===== src/tws_consts.svh =====
// register offsets, field positions and reset values of the two-wire sequencer
`ifndef TWS_CONSTS_SVH
`define TWS_CONSTS_SVH

// ==========================================================================
// register indexes; each register is one aligned 32-bit word
`define TWS_IDX_STAT     10'h094
`define TWS_IDX_CTRL2    10'h091
`define TWS_IDX_BUF      10'h013
`define TWS_IDX_ADDR     10'h093
`define TWS_IDX_MODE     10'h014

// ==========================================================================
// register byte addresses, four times the index
`define TWS_OFF_STAT     {`TWS_IDX_STAT, 2'b00}
`define TWS_OFF_CTRL2    {`TWS_IDX_CTRL2, 2'b00}
`define TWS_OFF_BUF      {`TWS_IDX_BUF, 2'b00}
`define TWS_OFF_ADDR     {`TWS_IDX_ADDR, 2'b00}
`define TWS_OFF_MODE     {`TWS_IDX_MODE, 2'b00}

// ==========================================================================
// serial_port_status fields
`define TWS_ST_SMP       7
`define TWS_ST_DA        5
`define TWS_ST_STOP      4
`define TWS_ST_START     3
`define TWS_ST_RW        2
`define TWS_ST_UA        1
`define TWS_ST_BF        0
`define TWS_STAT_RST     8'h00

// ==========================================================================
// second_serial_control fields
`define TWS_C2_GENERAL_CALL_ENABLE      7
`define TWS_C2_ACK_DATA_VALUE      5
`define TWS_C2_ACK_SEQUENCE_ENABLE      4
`define TWS_C2_MASTER_RECEIVE_ENABLE      3
`define TWS_C2_PEN       2
`define TWS_C2_REPEATED_START_ENABLE      1
`define TWS_C2_SEN       0
`define TWS_C2_RST       8'h00

// ==========================================================================
// mode register fields: collision flags, master enable, 10-bit slave, irq flag
`define TWS_MD_WRITE_COLLISION_FLAG      7
`define TWS_MD_BCOL      6
`define TWS_MD_IRQ       5
`define TWS_MD_TEN       1
`define TWS_MD_MST       0
`define TWS_MD_RST       8'h00

// general call address with write direction
`define TWS_GCALL        8'h00

`endif


===== src/tws_pkg.sv =====
// types shared by the two-wire sequencer
package tws_pkg;
	// master sequence state
	typedef enum logic [2:0] {
		TWS_IDLE,
		TWS_RS_LOW,
		TWS_RS_SDAHI,
		TWS_RS_SCLHI,
		TWS_RS_SDALO,
		TWS_AK_LOW,
		TWS_AK_SCLHI
	} tws_state_type;

	// slave receive state
	typedef enum logic [1:0] {
		TWS_SL_IDLE,
		TWS_SL_ADDR,
		TWS_SL_ACK,
		TWS_SL_DATA
	} tws_slave_type;
endpackage : tws_pkg


===== src/tws_sequencer.sv =====
// two-wire serial port: general call slave, repeated start and acknowledge master
//
// Operation
// - general call recognised only while general_call_enable is set.
// - after start, shift 8 bits, compare with own and general call address.
// - on general call, load buffer, set buffer full; irq at ninth falling clock.
// - in 10-bit mode set address_update_needed after the first address byte.
// - general call in 10-bit mode skips second half and address update.
// - repeated start begins only from idle; then clock line driven low.
// - clock low: reload baud generator from address low bits, release data.
// - expiry with data high releases clock; reload when clock seen high.
// - pull data low one baud period; then clear enable, keep data low.
// - start flag on bus start; irq for repeated start after generator timeout.
// - repeated start written during another event has no effect.
// - collision if data low at clock rise, or clock falls early.
// - buffer write during repeated start sets write collision, buffer kept.
// - low five control bits ignored until repeated start completes.
// - acknowledge enable pulls clock low and drives ack data value.
// - ack: count, release clock, count when high, pull low, clear, idle.
// - buffer write during acknowledge sets write collision, buffer kept.
// - master status read/write bit ored with enables tells idle.
`timescale 1ns/10ps
`include "tws_consts.svh"

module tws_sequencer (
	// clock and reset
	input  wire logic        clk,
	input  wire logic        resetn,
	// apb slave
	input  wire logic        psel,
	input  wire logic        penable,
	input  wire logic        pwrite,
	input  wire logic [11:0] paddr,
	input  wire logic [31:0] pwdata,
	output logic      [31:0] prdata,
	output logic             pready,
	output logic             pslverr,
	// two-wire bus, open drain
	input  wire logic        scl_in,
	output logic             scl_out,
	output logic             scl_oe,
	input  wire logic        sda_in,
	output logic             sda_out,
	output logic             sda_oe,
	// event flag to the system
	output logic             irq_flag
);
	import tws_pkg::*;

	// ======================================================================
	// pin synchronisers
	logic       scl_m_q;
	logic       scl_s_q;
	logic       sda_m_q;
	logic       sda_s_q;
	logic       scl_p_q;
	logic       sda_p_q;

	// first stages feed only the second stages
	always_ff @(posedge clk) begin
		if (!resetn) begin
			scl_m_q <= 1'b1;
			scl_s_q <= 1'b1;
			sda_m_q <= 1'b1;
			sda_s_q <= 1'b1;
			scl_p_q <= 1'b1;
			sda_p_q <= 1'b1;
		end else begin
			scl_m_q <= scl_in;
			scl_s_q <= scl_m_q;
			sda_m_q <= sda_in;
			sda_s_q <= sda_m_q;
			scl_p_q <= scl_s_q;
			sda_p_q <= sda_s_q;
		end
	end

	// bus edge and condition decode
	wire scl_rise  = scl_s_q & ~scl_p_q;
	wire scl_fall  = ~scl_s_q & scl_p_q;
	wire bus_start = scl_s_q & scl_p_q & sda_p_q & ~sda_s_q;
	wire bus_stop  = scl_s_q & scl_p_q & ~sda_p_q & sda_s_q;

	// ======================================================================
	// registers
	logic [7:0]    ctrl2_q;
	logic [7:0]    addr_q;
	logic [7:0]    buf_q;
	logic [7:0]    mode_q;
	logic [7:0]    shift_q;
	logic [3:0]    bitcnt_q;
	logic          bf_q;
	logic          ua_q;
	logic          start_q;
	logic          stop_q;
	logic          da_q;
	logic          smp_q;
	logic [6:0]    brg_q;
	logic          brg_run_q;
	tws_state_type st_q;
	tws_slave_type sl_q;
	logic          gc_hit_q;
	logic          sda_drv_q;
	logic          scl_drv_q;
	logic          ack_out_q;

	// apb decode
	wire wr_en  = psel & penable & pwrite;
	wire rd_en  = psel & penable & ~pwrite;
	wire rd_set = psel & ~penable & ~pwrite;
	wire hit_st = paddr == `TWS_OFF_STAT;
	wire hit_c2 = paddr == `TWS_OFF_CTRL2;
	wire hit_bf = paddr == `TWS_OFF_BUF;
	wire hit_ad = paddr == `TWS_OFF_ADDR;
	wire hit_md = paddr == `TWS_OFF_MODE;
	wire mapped = hit_st | hit_c2 | hit_bf | hit_ad | hit_md;

	// master activity
	wire in_rs    = (st_q == TWS_RS_LOW) | (st_q == TWS_RS_SDAHI) |
	                (st_q == TWS_RS_SCLHI) | (st_q == TWS_RS_SDALO);
	wire in_ak    = (st_q == TWS_AK_LOW) | (st_q == TWS_AK_SCLHI);
	wire rw_bit   = mode_q[`TWS_MD_MST] ? bf_q : 1'b0; // transmit in progress
	wire idle     = ~(rw_bit | (|ctrl2_q[4:0])) & (st_q == TWS_IDLE);
	wire buf_wr   = wr_en & hit_bf;
	wire write_collision_flag_set = buf_wr & (in_rs | in_ak);
	wire c2_wr    = wr_en & hit_c2;

	// baud generator expires when it reaches zero while running
	wire brg_zero = brg_run_q & (brg_q == 7'h00);

	// slave address compare
	wire gc_match  = ctrl2_q[`TWS_C2_GENERAL_CALL_ENABLE] & (shift_q == `TWS_GCALL);
	wire own_match = shift_q[7:1] == addr_q[7:1];

	// status register image
	wire [7:0] stat_img = {smp_q, 1'b0, da_q, stop_q, start_q, rw_bit, ua_q, bf_q};

	// read mux, unmapped reads return zero
	wire [7:0] rd_byte = hit_st ? stat_img :
	                     hit_c2 ? ctrl2_q  :
	                     hit_bf ? buf_q    :
	                     hit_ad ? addr_q   :
	                     hit_md ? mode_q   : 8'h00;

	// one-cycle answer: pready always high, error for unmapped addresses
	assign pready  = 1'b1;
	assign pslverr = psel & penable & ~mapped;

	// ======================================================================
	// apb read data, captured in setup so it already stands at the access edge
	always_ff @(posedge clk) begin
		if (!resetn)
			prdata <= 32'h0000_0000;
		else if (rd_set)
			prdata <= {24'h00_0000, rd_byte};
	end

	// ======================================================================
	// baud generator, reload from the low seven address bits
	wire brg_load_rs = (st_q == TWS_RS_LOW & ~scl_s_q) |
	                   (st_q == TWS_RS_SDAHI & brg_zero & sda_s_q & scl_rise) |
	                   (st_q == TWS_RS_SCLHI & brg_zero);
	wire brg_load    = brg_load_rs | (c2_wr & idle & pwdata[`TWS_C2_ACK_SEQUENCE_ENABLE]) |
	                   (st_q == TWS_AK_LOW & brg_zero & scl_s_q);

	always_ff @(posedge clk) begin
		if (!resetn) begin
			brg_q     <= 7'h00;
			brg_run_q <= 1'b0;
		end else if (brg_load) begin
			brg_q     <= addr_q[6:0];
			brg_run_q <= 1'b1;
		end else if (st_q == TWS_IDLE) begin
			brg_run_q <= 1'b0;
		end else if (brg_run_q && brg_q != 7'h00) begin
			brg_q <= brg_q - 7'h01;
		end
	end

	// ======================================================================
	// master sequencer: repeated start and acknowledge
	wire rs_go  = c2_wr & idle & pwdata[`TWS_C2_REPEATED_START_ENABLE];
	wire ak_go  = c2_wr & idle & pwdata[`TWS_C2_ACK_SEQUENCE_ENABLE] & ~pwdata[`TWS_C2_REPEATED_START_ENABLE];
	wire rs_col = (st_q == TWS_RS_SDAHI & scl_rise & ~sda_s_q) |
	              (st_q == TWS_RS_SCLHI & scl_fall) |
	              (st_q == TWS_RS_SDAHI & scl_fall & ~scl_drv_q);
	wire rs_done = st_q == TWS_RS_SDALO & brg_zero;

	always_ff @(posedge clk) begin
		if (!resetn) begin
			st_q      <= TWS_IDLE;
			scl_drv_q <= 1'b0;
			sda_drv_q <= 1'b0;
		end else if (rs_col) begin
			st_q      <= TWS_IDLE;
			scl_drv_q <= 1'b0;
			sda_drv_q <= 1'b0;
		end else begin
			unique case (st_q)
				TWS_IDLE: begin
					if (rs_go) begin
						st_q      <= TWS_RS_LOW;
						scl_drv_q <= 1'b1;
					end else if (ak_go) begin
						st_q      <= TWS_AK_LOW;
						scl_drv_q <= 1'b1;
						sda_drv_q <= ~pwdata[`TWS_C2_ACK_DATA_VALUE]; // new value of this write
					end
				end
				TWS_RS_LOW: begin
					if (!scl_s_q) begin
						st_q      <= TWS_RS_SDAHI;
						sda_drv_q <= 1'b0;
					end
				end
				TWS_RS_SDAHI: begin
					if (brg_zero && sda_s_q && scl_drv_q)
						scl_drv_q <= 1'b0;
					else if (!scl_drv_q && scl_rise)
						st_q <= TWS_RS_SCLHI;
				end
				TWS_RS_SCLHI: begin
					if (brg_zero) begin
						st_q      <= TWS_RS_SDALO;
						sda_drv_q <= 1'b1;
					end
				end
				TWS_RS_SDALO: begin
					if (brg_zero)
						st_q <= TWS_IDLE; // data line stays low
				end
				TWS_AK_LOW: begin
					if (brg_zero && scl_drv_q)
						scl_drv_q <= 1'b0;
					else if (!scl_drv_q && scl_s_q)
						st_q <= TWS_AK_SCLHI;
				end
				TWS_AK_SCLHI: begin
					if (brg_zero) begin
						st_q      <= TWS_IDLE;
						scl_drv_q <= 1'b1;
						sda_drv_q <= 1'b0;
					end
				end
			endcase
		end
	end

	// ======================================================================
	// second serial control: low five bits locked while sequences run
	always_ff @(posedge clk) begin
		if (!resetn) begin
			ctrl2_q <= `TWS_C2_RST;
		end else begin
			if (c2_wr) begin
				ctrl2_q[7:5] <= pwdata[7:5];
				if (idle)
					ctrl2_q[4:0] <= pwdata[4:0];
			end
			if (rs_done || rs_col)
				ctrl2_q[`TWS_C2_REPEATED_START_ENABLE] <= 1'b0;
			if (st_q == TWS_AK_SCLHI && brg_zero)
				ctrl2_q[`TWS_C2_ACK_SEQUENCE_ENABLE] <= 1'b0;
		end
	end

	// ======================================================================
	// slave receive: address byte, general call, data
	always_ff @(posedge clk) begin
		if (!resetn) begin
			sl_q     <= TWS_SL_IDLE;
			shift_q  <= 8'h00;
			bitcnt_q <= 4'h0;
			gc_hit_q <= 1'b0;
			ack_out_q <= 1'b0;
		end else if (bus_start) begin
			sl_q     <= TWS_SL_ADDR;
			bitcnt_q <= 4'h0;
			gc_hit_q <= 1'b0;
		end else if (bus_stop) begin
			sl_q <= TWS_SL_IDLE;
			ack_out_q <= 1'b0;
		end else begin
			unique case (sl_q)
				TWS_SL_IDLE: ;
				TWS_SL_ADDR, TWS_SL_DATA: begin
					if (scl_rise && bitcnt_q != 4'h8) begin
						shift_q  <= {shift_q[6:0], sda_s_q};
						bitcnt_q <= bitcnt_q + 4'h1;
					end else if (bitcnt_q == 4'h8 && scl_fall) begin
						bitcnt_q  <= 4'h0;
						if (sl_q == TWS_SL_ADDR)
							gc_hit_q <= gc_match;
						ack_out_q <= (sl_q == TWS_SL_ADDR) ? (gc_match | own_match)
						                                   : gc_hit_q;
						sl_q      <= (sl_q == TWS_SL_ADDR && !(gc_match | own_match))
						             ? TWS_SL_IDLE : TWS_SL_ACK;
					end
				end
				TWS_SL_ACK: begin
					if (scl_fall) begin
						ack_out_q <= 1'b0;
						sl_q      <= TWS_SL_DATA;
					end
				end
			endcase
		end
	end

	// ninth clock: falling edge that ends the acknowledge slot
	wire ninth_fall = sl_q == TWS_SL_ACK & scl_fall;
	wire eighth     = (sl_q == TWS_SL_ADDR | sl_q == TWS_SL_DATA) &
	                  bitcnt_q == 4'h8 & scl_fall;
	wire gc_load    = eighth & (sl_q == TWS_SL_ADDR ? gc_match : gc_hit_q);

	// ======================================================================
	// status flags and buffer; hardware set wins over software clear
	always_ff @(posedge clk) begin
		if (!resetn) begin
			buf_q   <= 8'h00;
			addr_q  <= 8'h00;
			mode_q  <= `TWS_MD_RST;
			bf_q    <= 1'b0;
			ua_q    <= 1'b0;
			start_q <= 1'b0;
			stop_q  <= 1'b0;
			da_q    <= 1'b0;
			smp_q   <= 1'b0;
		end else begin
			if (wr_en && hit_ad) begin
				addr_q <= pwdata[7:0];
				ua_q   <= 1'b0;
			end
			if (wr_en && hit_st)
				smp_q <= pwdata[`TWS_ST_SMP];
			if (wr_en && hit_md)
				mode_q <= pwdata[7:0];
			if (buf_wr && !(in_rs || in_ak))
				buf_q <= pwdata[7:0];
			if (rd_en && hit_bf)
				bf_q <= 1'b0;
			if (gc_load) begin
				buf_q <= shift_q;
				bf_q  <= 1'b1;
				da_q  <= sl_q == TWS_SL_DATA;
			end
			if (eighth && sl_q == TWS_SL_ADDR && mode_q[`TWS_MD_TEN] && !gc_match && own_match)
				ua_q <= 1'b1;
			if (bus_start) begin
				start_q <= 1'b1;
				stop_q  <= 1'b0;
			end
			if (bus_stop) begin
				stop_q  <= 1'b1;
				start_q <= 1'b0;
			end
			if (write_collision_flag_set)
				mode_q[`TWS_MD_WRITE_COLLISION_FLAG] <= 1'b1;
			if (rs_col)
				mode_q[`TWS_MD_BCOL] <= 1'b1;
			if ((ninth_fall && gc_hit_q) || rs_done || rs_col ||
			    (st_q == TWS_AK_SCLHI && brg_zero))
				mode_q[`TWS_MD_IRQ] <= 1'b1;
		end
	end

	// ======================================================================
	// open-drain pins: output always low, enable when pulling
	assign scl_out  = 1'b0;
	assign sda_out  = 1'b0;
	assign scl_oe   = scl_drv_q;
	assign sda_oe   = sda_drv_q | ack_out_q;
	assign irq_flag = mode_q[`TWS_MD_IRQ];

endmodule : tws_sequencer


===== config.mk =====
export PLATFORM = sky130hd
export DESIGN_NAME = tws_sequencer
export DESIGN_NICKNAME = d
export VERILOG_FILES = /design/src/tws_pkg.sv /design/src/tws_sequencer.sv
export VERILOG_INCLUDE_DIRS = /design/src
export SDC_FILE = /design/constraint.sdc
export NUM_CORES = 1
export LEC_CHECK = 0
export BUFFER_PORTS_ARGS = -buffer_cell sky130_fd_sc_hd__buf_4
export CAP_MARGIN = 15
export CORE_AREA = 4 4 129 131
export DETAILED_ROUTE_END_ITERATION = 8
export DIE_AREA = 0 0 133 135
export GPL_ROUTABILITY_DRIVEN = 0
export HOLD_SLACK_MARGIN = 0.1
export SYNTH_ARGS = -nofsm -noshare
export SYNTH_HDL_FRONTEND = slang
export SYNTH_SLANG_ARGS = --single-unit
export TNS_END_PERCENT = 5

===== constraint.sdc =====
create_clock -name clk -period 2.45 [get_ports clk]
set_input_delay 0.3675 -clock clk [delete_from_list [all_inputs] [get_ports clk]]
set_output_delay 0.3675 -clock clk [all_outputs]
set_load 0.05 [all_outputs]

* Word level (Yosys, flattened, before mapping) *
Cells that the tools add are included.

storage, ports and cells
  register bits after elaboration = 81
  output and inout port bits = 39
  word-level logic and storage cells = 278

cells by class
  $add $sub $neg = 2
  equal/unequal tests = 40
  mux-type cells = 60
  bitwise operators = 74
  reductions and logical operators = 68

operators with widths
  operator              count
  $mux 8                8
  $and 1x1->1           40
  $eq 12x10->1 const B  3
  $mux 1                29
  $mux 3                9
  $eq 12x7->1 const B   2
  $ne 2x2->1 const B    11
  $reduce_bool 2->1     11
  $mux 7                3
  $logic_and 1x1->1     20
  $or 1x1->1            19
  $pmux 3 s6            1
  $ne 4x4->1 const B    4
  $reduce_and 4->1      4
  $not 1->1             15
  $reduce_or 2->1       7
  $ne 3x3->1 const B    4
  $reduce_bool 4->1     3
  $ne 2x1->1 const B    5
  $reduce_and 5->1      2
  $eq 3x3->1 const B    3
  $logic_not 8->1       1
  $mux 2                4
  $mux 4                2
  23 further kinds      34

* Logic depth before layout (Yosys ltp) *
Gate-level depths: netlist of run 1.

  depth after elaboration = 11
  mapped depth = 8
  mapped depth without buffers = 7

* Worst setup path before layout of run 1 *
OpenSTA, ideal clock, no wires.

  path kind = input -> output
  from = in paddr[6]
  to = out pslverr
  arrival time = 3.245 ns
  path slack = -1.162 ns
  cell stages on the path = 4
  path buffers = 1
  cell sequence = or3b_1 > buf_6 > nor3_1 > a2111oi_0

between the ends
  cells in the longest elaborated chain, start to end = 7
  elaborated cells between the ends (all ways) = 11

ends and longest elaborated chain
  what                           line                  text
  from (decl)                    tws_sequencer.sv:33   input wire logic [11:0] paddr,
  $eq 12x10->1 (no source line)  n/a
  $or 1x1->1 (3 in series)       tws_sequencer.sv:116  wire mapped = hit_st | hit_c2 | hit_bf | hit_ad | hit_md;
  $or 1x1->1 *                   tws_sequencer.sv:116
  $not 1->1 *                    tws_sequencer.sv:147  assign pslverr = psel & penable & ~mapped;
  $and 1x1->1 *                  tws_sequencer.sv:147
  to (decl)                      tws_sequencer.sv:37   output logic pslverr,

Mark *: on every way between the ends. The rest lies on a longest branch, timed or not.

* Final worst setup path of run 1 *
  from = in paddr[8]
  to = out pslverr

Same word-level chain as after synthesis.

==> qor.log, run 1 <==
qor: status.status complete, no violations
qor: finish.layout.cells.most_common_list 81 x dfxtp_1, 59 x buf_4, 55 x a21oi_1
qor: global_route.global_route.usage.total 14.1%
qor: finish.final_nets 661
qor: setup_path.crit_path_kind in -> out
qor: pwr.power.combinational.fraction 8.8%
qor: worst_hold_path.holdCritPathClass in -> reg
qor: synthesis.synth_xor_area_share 2.48%
qor: synthesis.ys_types 75
qor: finish.area_growth_syn_to_layout 19.2%
qor: clocking.cts_setup_buffers 0
qor: drt.wl_per_cell 15.3 um
qor: floorplan.die_h 135 um
qor: clocking.tritoncts done
qor: timing.fmax 464 MHz
qor: synthesis.postSynth.topFlopCell dfxtp_1
qor: timing.finalWorstPathRequiredPeriod 2.16 ns
qor: drt.ant_nets 0
qor: global_route.grt_overflow 0
qor: drt.via_count 4,077
qor: drt.drt_first_iter_violations 276
qor: global_route.grt_antenna_before_repair 0
qor: pwr.flop_pwr_share 42.1%
qor: timing.rsz0062_at_grt no
qor: setup_path.cp_data_required_time 2.08 ns
qor: synthesis.synthCells 563
qor: synthesis.synth_simple_gate_area_share 24.0%
qor: clocking.clockBufferDepth 2
qor: synthesis.synth_async_sr_flop_share 0%
qor: drt.final_wirelength 12,600 um
qor: timing.slew_headroom 58.2%
qor: floorplan.design.die.area 0.0180 mm^2
qor: timing.slew_worst_pin 0.621 ns
qor: pwr.int_power 2.42 mW
qor: pwr.leakage 2.08 nW
qor: timing.drv_slew 0
qor: drt.route.detailed.vias_per_inst 4.93
qor: finish.finalCoreUtilization 35.0%
qor: pwr.cellPowerDensity 582 mW/mm^2
qor: finish.final_common_cell dfxtp_1
qor: setup_path.worst_path_dominant_cell_family buffers and inverters
qor: placed_design.numPlacedInstances 811
qor: synthesis.flops_latches_synth 81
qor: timing.report.final.setup_viol 0
qor: placed_design.pre_cts_slack 0.165 ns
qor: clocking.cts.sink_count 81
qor: synthesis.dominant_combinational_cell_family_by_area_after_synthesis simple AND/OR/NAND/NOR gates
qor: finish.drive_gt1_share 15.9%
qor: clocking.clkLatencyLatePin 0.34 ns
qor: pwr.power.net_switching 760 uW
qor: synthesis.muxShareOfSynthArea 7.91%
qor: floorplan.initial_utilization 29.4%
qor: setup_path.timing.critical_path.slowest_cell_delay 0.43 ns
qor: floorplan.core 0.0156 mm^2
qor: setup_path.cp.buffers_inverters 4
qor: pwr.power.ir.vdd_worst 0.352 mV
qor: setup_path.critical_path_cell_by_cell buf_4 > or3_1 > buf_4 > nor4_1 > buf_4 > a2111oi_2 > buf_4
qor: global_route.grt_pass1_wl 20,200 um
qor: synthesis.number_of_flops_mapped_to_enable_cells_by_yosys 0
qor: setup_path.timing.critical_path.fanout_max 4
qor: placed_design.post-dp-hpwl 9290 um
qor: synthesis.synth.yosys.seq_area_share 35.4%
qor: setup_path.crit_path_top_delay_cell or3_1
qor: setup_path.critical-path-top-cell-by-count buf_4
qor: pwr.power_switching_share 23.9%
qor: setup_path.endpoint_kind primary output
qor: drt.drt_first_pass_iters 5
qor: timing.final.setup_skew 0.00754 ns
qor: synthesis.post_synth_fa_ha_maj_area_fraction 1.09%
qor: setup_path.arrival 1.79 ns
qor: timing.timing.final.hold_violations 0
qor: synthesis.yosys_warnings 0
qor: finish.insertedDiodeCount 0
qor: drt.detail_route.drc_violations 0
qor: clocking.clkSlewWorstSetupHoldPaths 0.06 ns
qor: global_route.first_global_vias 3,772
qor: clocking.cts.hold.buffers_added 0
qor: clocking.numCtsBuffers 9
qor: floorplan.fp.dieW 133 um
qor: timing.setup_ws 0.294 ns
qor: clocking.post_cts.resized_instances 0
qor: synthesis.post_synth.cell_area_avg 8.14 um^2
qor: synthesis.area_fraction_in_compound_gates_after_synthesis 20.2%
qor: floorplan.placementRows 46
qor: placed_design.placedInstanceArea 0.00512 mm^2
qor: pwr.report.power.total 3.18 mW
qor: timing.period_share 88.0%
qor: finish.layout.cells.non_filler 827
qor: clocking.htreeDepth 3
qor: global_route.grt_start_max_net_pins 27
qor: timing.tns 0 ns
qor: finish.final-seq-area 0.00162 mm^2
qor: pwr.power.clock.fraction 49.1%
qor: floorplan.pin_count 90
qor: timing.whs 0.203 ns
qor: synthesis.synthesis.area 0.00458 mm^2
qor: setup_path.startpoint_class input port
qor: finish.final_design_area_excluding_fillers 0.00546 mm^2
qor: finish.final.fill_count 1,625
qor: placed_design.port-buffer-count 38
qor: finish.total_area_of_multi_input_combinational_cells 0.00266 mm^2
qor: job.number_of_max_cap_violations 0
qor: clocking.cts.root.buffer_cell clkbuf_16
[per-layer routing]
metal  track usage [%]  wire length, um  share of wire, %
met1              19.2             5930                47
met2              22.2             5740                45
met3              3.06              713               5.6
met4              4.73              260               2.1
met5                 0                0                 0
[cell usage after synthesis, types with 2 or more instances]
library cell	n	area, um^2
o21ai_1	2	10.0
buf_4	29	218
or2_2	3	18.8
a31o_1	5	43.8
xnor2_1	5	43.8
or3b_1	2	17.5
dfxtp_1	81	1620
a21oi_1	55	275
nand2b_1	10	62.6
o21a_1	2	15.0
nor2_1	51	191
and2_1	3	18.8
xor2_1	8	70.1
and3b_1	3	26.3
nand3_1	9	45.0
nor3b_1	2	15.0
nand3b_1	2	15.0
nand2_1	53	199
nor2b_1	7	43.8
a22oi_1	7	52.6
clkbuf_1	21	78.8
nor4_1	5	31.3
conb_1	2	7.51
o211ai_1	3	22.5
a21o_1	2	15.0
o31ai_1	6	45.0
and3_1	7	43.8
nand4_1	5	31.3
ha_1	4	50.1
o21ai_0	46	230
nor3_1	16	80.1
buf_6	3	33.8
or3_1	6	37.5
mux2i_1	34	340
a211oi_1	2	15.0
nor3_2	2	20.0
o31a_1	2	17.5
a311oi_1	2	17.5
nor4_4	4	85.1
inv_1	17	63.8
[final timing paths]
path / from / endpoint / slack, ns / depth (start not counted)
worst max-delay path: paddr[8] / pslverr / 0.29 / 7
worst min register to register: sda_m_q / sda_s_q / 0.41 / 1
worst max register to register: brg_q[2] / brg_q[3] / 0.41 / 5
worst min-delay path: scl_in / scl_m_q / 0.20 / 2
[kinds of logic after synthesis]
kind of cell	count (synthesis)
AOI/OAI and AO/OA	153
xor gates and xnor gates	13
adders and majority gates	4
buffers and inverters	72
DFF	81
muxes	36
other	2
and+or+nand+nor	202
[power by group through the flow]
stage	combinational [mW]	sequential [mW]	clock, mW
final	0.280	1.34	1.56
after global routing	0.299	1.34	1.65
after CTS	0.280	1.34	1.60
after detailed placement	0.279	1.37	0
after global placement	0.278	1.37	0
after floorplan	0.213	1.38	0
[area by class of cell]
type | count | share of cell area [%]
Clock inverter | 5 | 1.88
Tap cell | 216 | 4.95
Clock buffer | 11 | 4.44
Timing Repair Buffer | 62 | 9.21
Sequential cell | 81 | 29.7
Multi-Input combinational cell | 435 | 48.7
Inverter | 17 | 1.17
[flip-flops by register name, summed over array words and instances, names as in the netlist, 2 cells and up]
| register | cells |
|---|---|
| brg_q | 7 |
| st_q | 3 |
| bitcnt_q | 4 |
| sl_q | 2 |
| mode_q | 8 |
| shift_q | 8 |
| buf_q | 8 |
| ctrl2_q | 8 |
| prdata | 8 |
| addr_q | 8 |
[worst register-to-register path, delay by kind of cell (launching register included)]
family,cells,cell delay [ns]
AND/OR/NAND/NOR,3,1.13
flip-flops,1,0.36
AO/OA/AOI/OAI,1,0.27
multiplexers,1,0.21
Power figures use the tool's default switching activity.
==> inputs of run 2 (changes only) <==
--- a/config.mk
+++ b/config.mk
@@ -6,13 +6,15 @@
 export SDC_FILE = /design/constraint.sdc
 export NUM_CORES = 1
 export LEC_CHECK = 0
+export ABC_AREA = 1
 export BUFFER_PORTS_ARGS = -buffer_cell sky130_fd_sc_hd__buf_4
 export CAP_MARGIN = 15
-export CORE_AREA = 4 4 129 131
+export CORE_AREA = 4 4 130 132
 export DETAILED_ROUTE_END_ITERATION = 8
-export DIE_AREA = 0 0 133 135
+export DIE_AREA = 0 0 134 136
 export GPL_ROUTABILITY_DRIVEN = 0
 export HOLD_SLACK_MARGIN = 0.1
+export PLACE_DENSITY_LB_ADDON = 0.3
 export SYNTH_ARGS = -nofsm -noshare
 export SYNTH_HDL_FRONTEND = slang
 export SYNTH_SLANG_ARGS = --single-unit
==> run 2 against run 1 <==
Compared with the run above: utilization shrank 0.26 points; setup slack improved by 0.20 ns; design area hardly changed; combinational power rose to 2.9 times the previous value; critical endpoint unchanged.
==> qor.log, run 2 <==
qor: clocking.clockBufferDepth 2 [unchanged]
qor: global_route.global_route.usage.total 14.5% [was 14.1%]
qor: placed_design.post-dp-hpwl 9670 um [was 9290 um]
qor: setup_path.arrival 1.59 ns [was 1.79 ns]
qor: clocking.cts_setup_buffers 0 [unchanged]
qor: timing.period_share 79.9% [was 88.0%]
qor: setup_path.crit_path_kind in -> out [unchanged]
qor: drt.via_count 4,370 [was 4,077]
qor: timing.tns 0 ns [unchanged]
qor: setup_path.regToRegStartpoint brg_q[0] [was brg_q[2]]
qor: floorplan.fp.dieW 134 um [was 133 um]
qor: synthesis.yosys_warnings 0 [unchanged]
qor: synthesis.postSynth.topFlopCell dfxtp_1 [unchanged]
qor: clocking.clkLatencyLatePin 0.34 ns [about the same]
qor: worst_hold_path.min_delay_worst_endpoint sda_m_q [was scl_m_q]
qor: clocking.numCtsBuffers 9 [unchanged]
qor: timing.finalWorstPathRequiredPeriod 1.96 ns [was 2.16 ns]
qor: global_route.grt_pass1_wl 21,000 um [was 20,200 um]
qor: worst_hold_path.holdCritPathClass in -> reg [unchanged]
qor: setup_path.critical-path-top-cell-by-count buf_4 [unchanged]
qor: synthesis.synth_async_sr_flop_share 0% [unchanged]
qor: clocking.post_cts.resized_instances 0 [unchanged]
qor: finish.final_design_area_excluding_fillers 0.00546 mm^2 [about the same]
qor: finish.drive_gt1_share 15.3% [was 15.9%]
qor: finish.layout.cells.non_filler 943 [was 827]
qor: finish.area_growth_syn_to_layout 17.9% [was 19.2%]
qor: timing.final.setup_skew 0.00534 ns [was 0.00754 ns]
qor: setup_path.endpoint_kind primary output [unchanged]
qor: drt.drt_first_pass_iters 5 [unchanged]
qor: setup_path.crit_path_top_delay_cell nor2_4 [was or3_1]
qor: timing.timing.final.hold_violations 0 [unchanged]
qor: global_route.grt_start_max_net_pins 38 [was 27]
qor: drt.route.detailed.vias_per_inst 4.63 [was 4.93]
qor: floorplan.design.die.area 0.0182 mm^2 [was 0.0180 mm^2]
qor: worst_hold_path.hold_start sda_in [was scl_in]
qor: pwr.cellPowerDensity 719 mW/mm^2 [was 582 mW/mm^2]
qor: synthesis.synthesis.area 0.00463 mm^2 [was 0.00458 mm^2]
qor: worst_hold_path.min_delay_path_depth 2 [unchanged]
qor: synthesis.synth.yosys.seq_area_share 35.0% [was 35.4%]
qor: clocking.clkSlewWorstSetupHoldPaths 0.06 ns [about the same]
qor: setup_path.timing.critical_path.fanout_max 11 [was 4]
qor: status.status complete, no violations [unchanged]
qor: clocking.tritoncts done [unchanged]
qor: synthesis.post_synth.cell_area_avg 6.80 um^2 [was 8.14 um^2]
qor: global_route.grt_overflow 0 [unchanged]
qor: synthesis.netlist.area_leader.share 35.0% [was 35.4%]
qor: finish.final_nets 777 [was 661]
qor: finish.insertedDiodeCount 0 [unchanged]
qor: floorplan.pin_count 90 [unchanged]
qor: floorplan.initial_utilization 29.5% [was 29.4%]
qor: synthesis.flops_latches_synth 81 [unchanged]
qor: timing.fmax 511 MHz [was 464 MHz]
qor: setup_path.reg2reg_setup_slack 0.50 ns [was 0.41 ns]
qor: setup_path.startpoint_class input port [unchanged]
qor: pwr.power.ir.vdd_worst 0.401 mV [was 0.352 mV]
qor: synthesis.ys_types 41 [was 75]
qor: finish.final_common_cell nand2_1 [was dfxtp_1]
qor: pwr.leakage 2.45 nW [was 2.08 nW]
qor: setup_path.reg2reg_depth 11 [was 5]
qor: placed_design.placedInstanceArea 0.00509 mm^2 [was 0.00512 mm^2]
qor: job.number_of_max_cap_violations 0 [unchanged]
qor: clocking.htreeDepth 3 [unchanged]
qor: synthesis.synthCells 681 [was 563]
qor: drt.wl_per_cell 13.7 um [was 15.3 um]
qor: synthesis.netlist.top_cell.by_area dfxtp_1 [unchanged]
qor: placed_design.port-buffer-count 38 [unchanged]
qor: timing.rsz0062_at_grt no [unchanged]
qor: setup_path.cp_data_required_time 2.08 ns [about the same]
qor: finish.layout.cells.most_common_list 145 x nand2_1, 81 x dfxtp_1, 72 x inv_1 [was 81 x dfxtp_1, 59 x buf_4, 55 x a21oi_1]
qor: synthesis.yosys-top-cells-count 145 x nand2_1, 81 x dfxtp_1, 72 x inv_1 [was 81 x dfxtp_1, 55 x a21oi_1, 53 x nand2_1]
qor: synthesis.number_of_flops_mapped_to_enable_cells_by_yosys 0 [unchanged]
qor: timing.report.final.setup_viol 0 [unchanged]
qor: setup_path.worstSetupStartpoint paddr[5] [was paddr[8]]
qor: drt.ant_nets 0 [unchanged]
qor: synthesis.yosys.cell_count.top_type nand2_1 [was dfxtp_1]
qor: floorplan.placementRows 46 [unchanged]
qor: global_route.first_global_vias 4,089 [was 3,772]
qor: placed_design.numPlacedInstances 927 [was 811]
qor: clocking.cts.root.buffer_cell clkbuf_16 [unchanged]
qor: drt.detail_route.drc_violations 0 [unchanged]
qor: setup_path.timing.critical_path.slowest_cell_delay 0.25 ns [was 0.43 ns]
qor: global_route.grt_antenna_before_repair 0 [unchanged]
qor: clocking.cts.sink_count 81 [unchanged]
qor: floorplan.die_h 136 um [was 135 um]
qor: timing.drv_slew 0 [unchanged]
qor: setup_path.critical_path_cell_by_cell buf_4 > nor2_2 > nand3_2 > nor2_4 > nand2_2 > nand3_1 > nor4_2 > buf_4 [was buf_4 > or3_1 > buf_4 > nor4_1 > buf_4 > a2111oi_2 > buf_4]
qor: setup_path.worstReg2RegEnd st_q[2] [was brg_q[3]]
qor: drt.final_wirelength 12,900 um [was 12,600 um]
qor: synthesis.synth_area_leaders dfxtp_1 35%, nand2_1 12%, a21oi_1 6.0%, inv_1 5.8%, nor2_1 5.6% [was dfxtp_1 35%, mux2i_1 7.4%, a21oi_1 6.0%, o21ai_0 5.0%, buf_4 4.7%]
qor: floorplan.core 0.0157 mm^2 [was 0.0156 mm^2]
qor: drt.drt_first_iter_violations 336 [was 276]
qor: clocking.cts.hold.buffers_added 0 [unchanged]
-- run 2: through the flow --
step | hold slack, ns | worst slack (ns) | total power, mW | utilization [%]
2_1_floorplan | 0.393 | 0.142 | 2.09 | -
3_3_place_gp | 0.396 | 0.409 | 2.26 | 32.4
3_5_place_dp | 0.400 | 0.392 | 2.25 | 32.4
4_1_cts | 0.203 | 0.468 | 3.96 | 34.8
5_1_grt | 0.198 | 0.206 | 4.12 | 34.8
6_report | 0.212 | 0.492 | 3.93 | 34.8
-- run 2: per-layer routing --
layer | global-route usage (%) | up-vias | wire length (um)
li1 | - | 2248 | -
met1 | 19.7 | 1959 | 6120
met4 | 5.43 | 0 | 361
met5 | 0 | - | 0
met2 | 22.7 | 140 | 5630
met3 | 3.18 | 23 | 818
-- run 2: how the worst max path moves through the flow --
stage | to | cells after the start | slack, ns
after floorplan | pslverr | 7 | 0.14
after global placement | brg_q[3] | 12 | 0.41
after detailed placement | brg_q[4] | 12 | 0.39
after CTS | st_q[1] | 11 | 0.47
after global routing | st_q[2] | 11 | 0.21
final | pslverr | 8 | 0.49
-- run 2: where the power goes --
group          leakage [nW]  internal, mW  switching [mW]
logic                  1.61         0.247           0.575
clock network         0.183          1.13           0.565
registers             0.655          1.36          0.0474
-- run 2: worst max-delay path: cells and delay by family --
kind                   cells  cell delay (ns)
and+or+nand+nor            6             0.91
buffers and inverters      2             0.31
-- run 2: cells by family after synthesis --
kind of cell               share of synthesized area, %
AOI/OAI and AO/OA                                  15.1
xor gates and xnor gates                           1.89
adders and majority gates                          1.08
buffers and inverters                              12.8
DFF                                                35.0
other                                             0.162
and+or+nand+nor                                    34.0
-- run 2: area by class of cell --
cell class	count	area, um^2
clock buffers	10	239
well taps	216	270
flip-flops and latches	81	1620
multi-input cells	497	2520
repair buffers	47	353
clock inverters	6	138
inverters	86	323
fillers	1725	10200
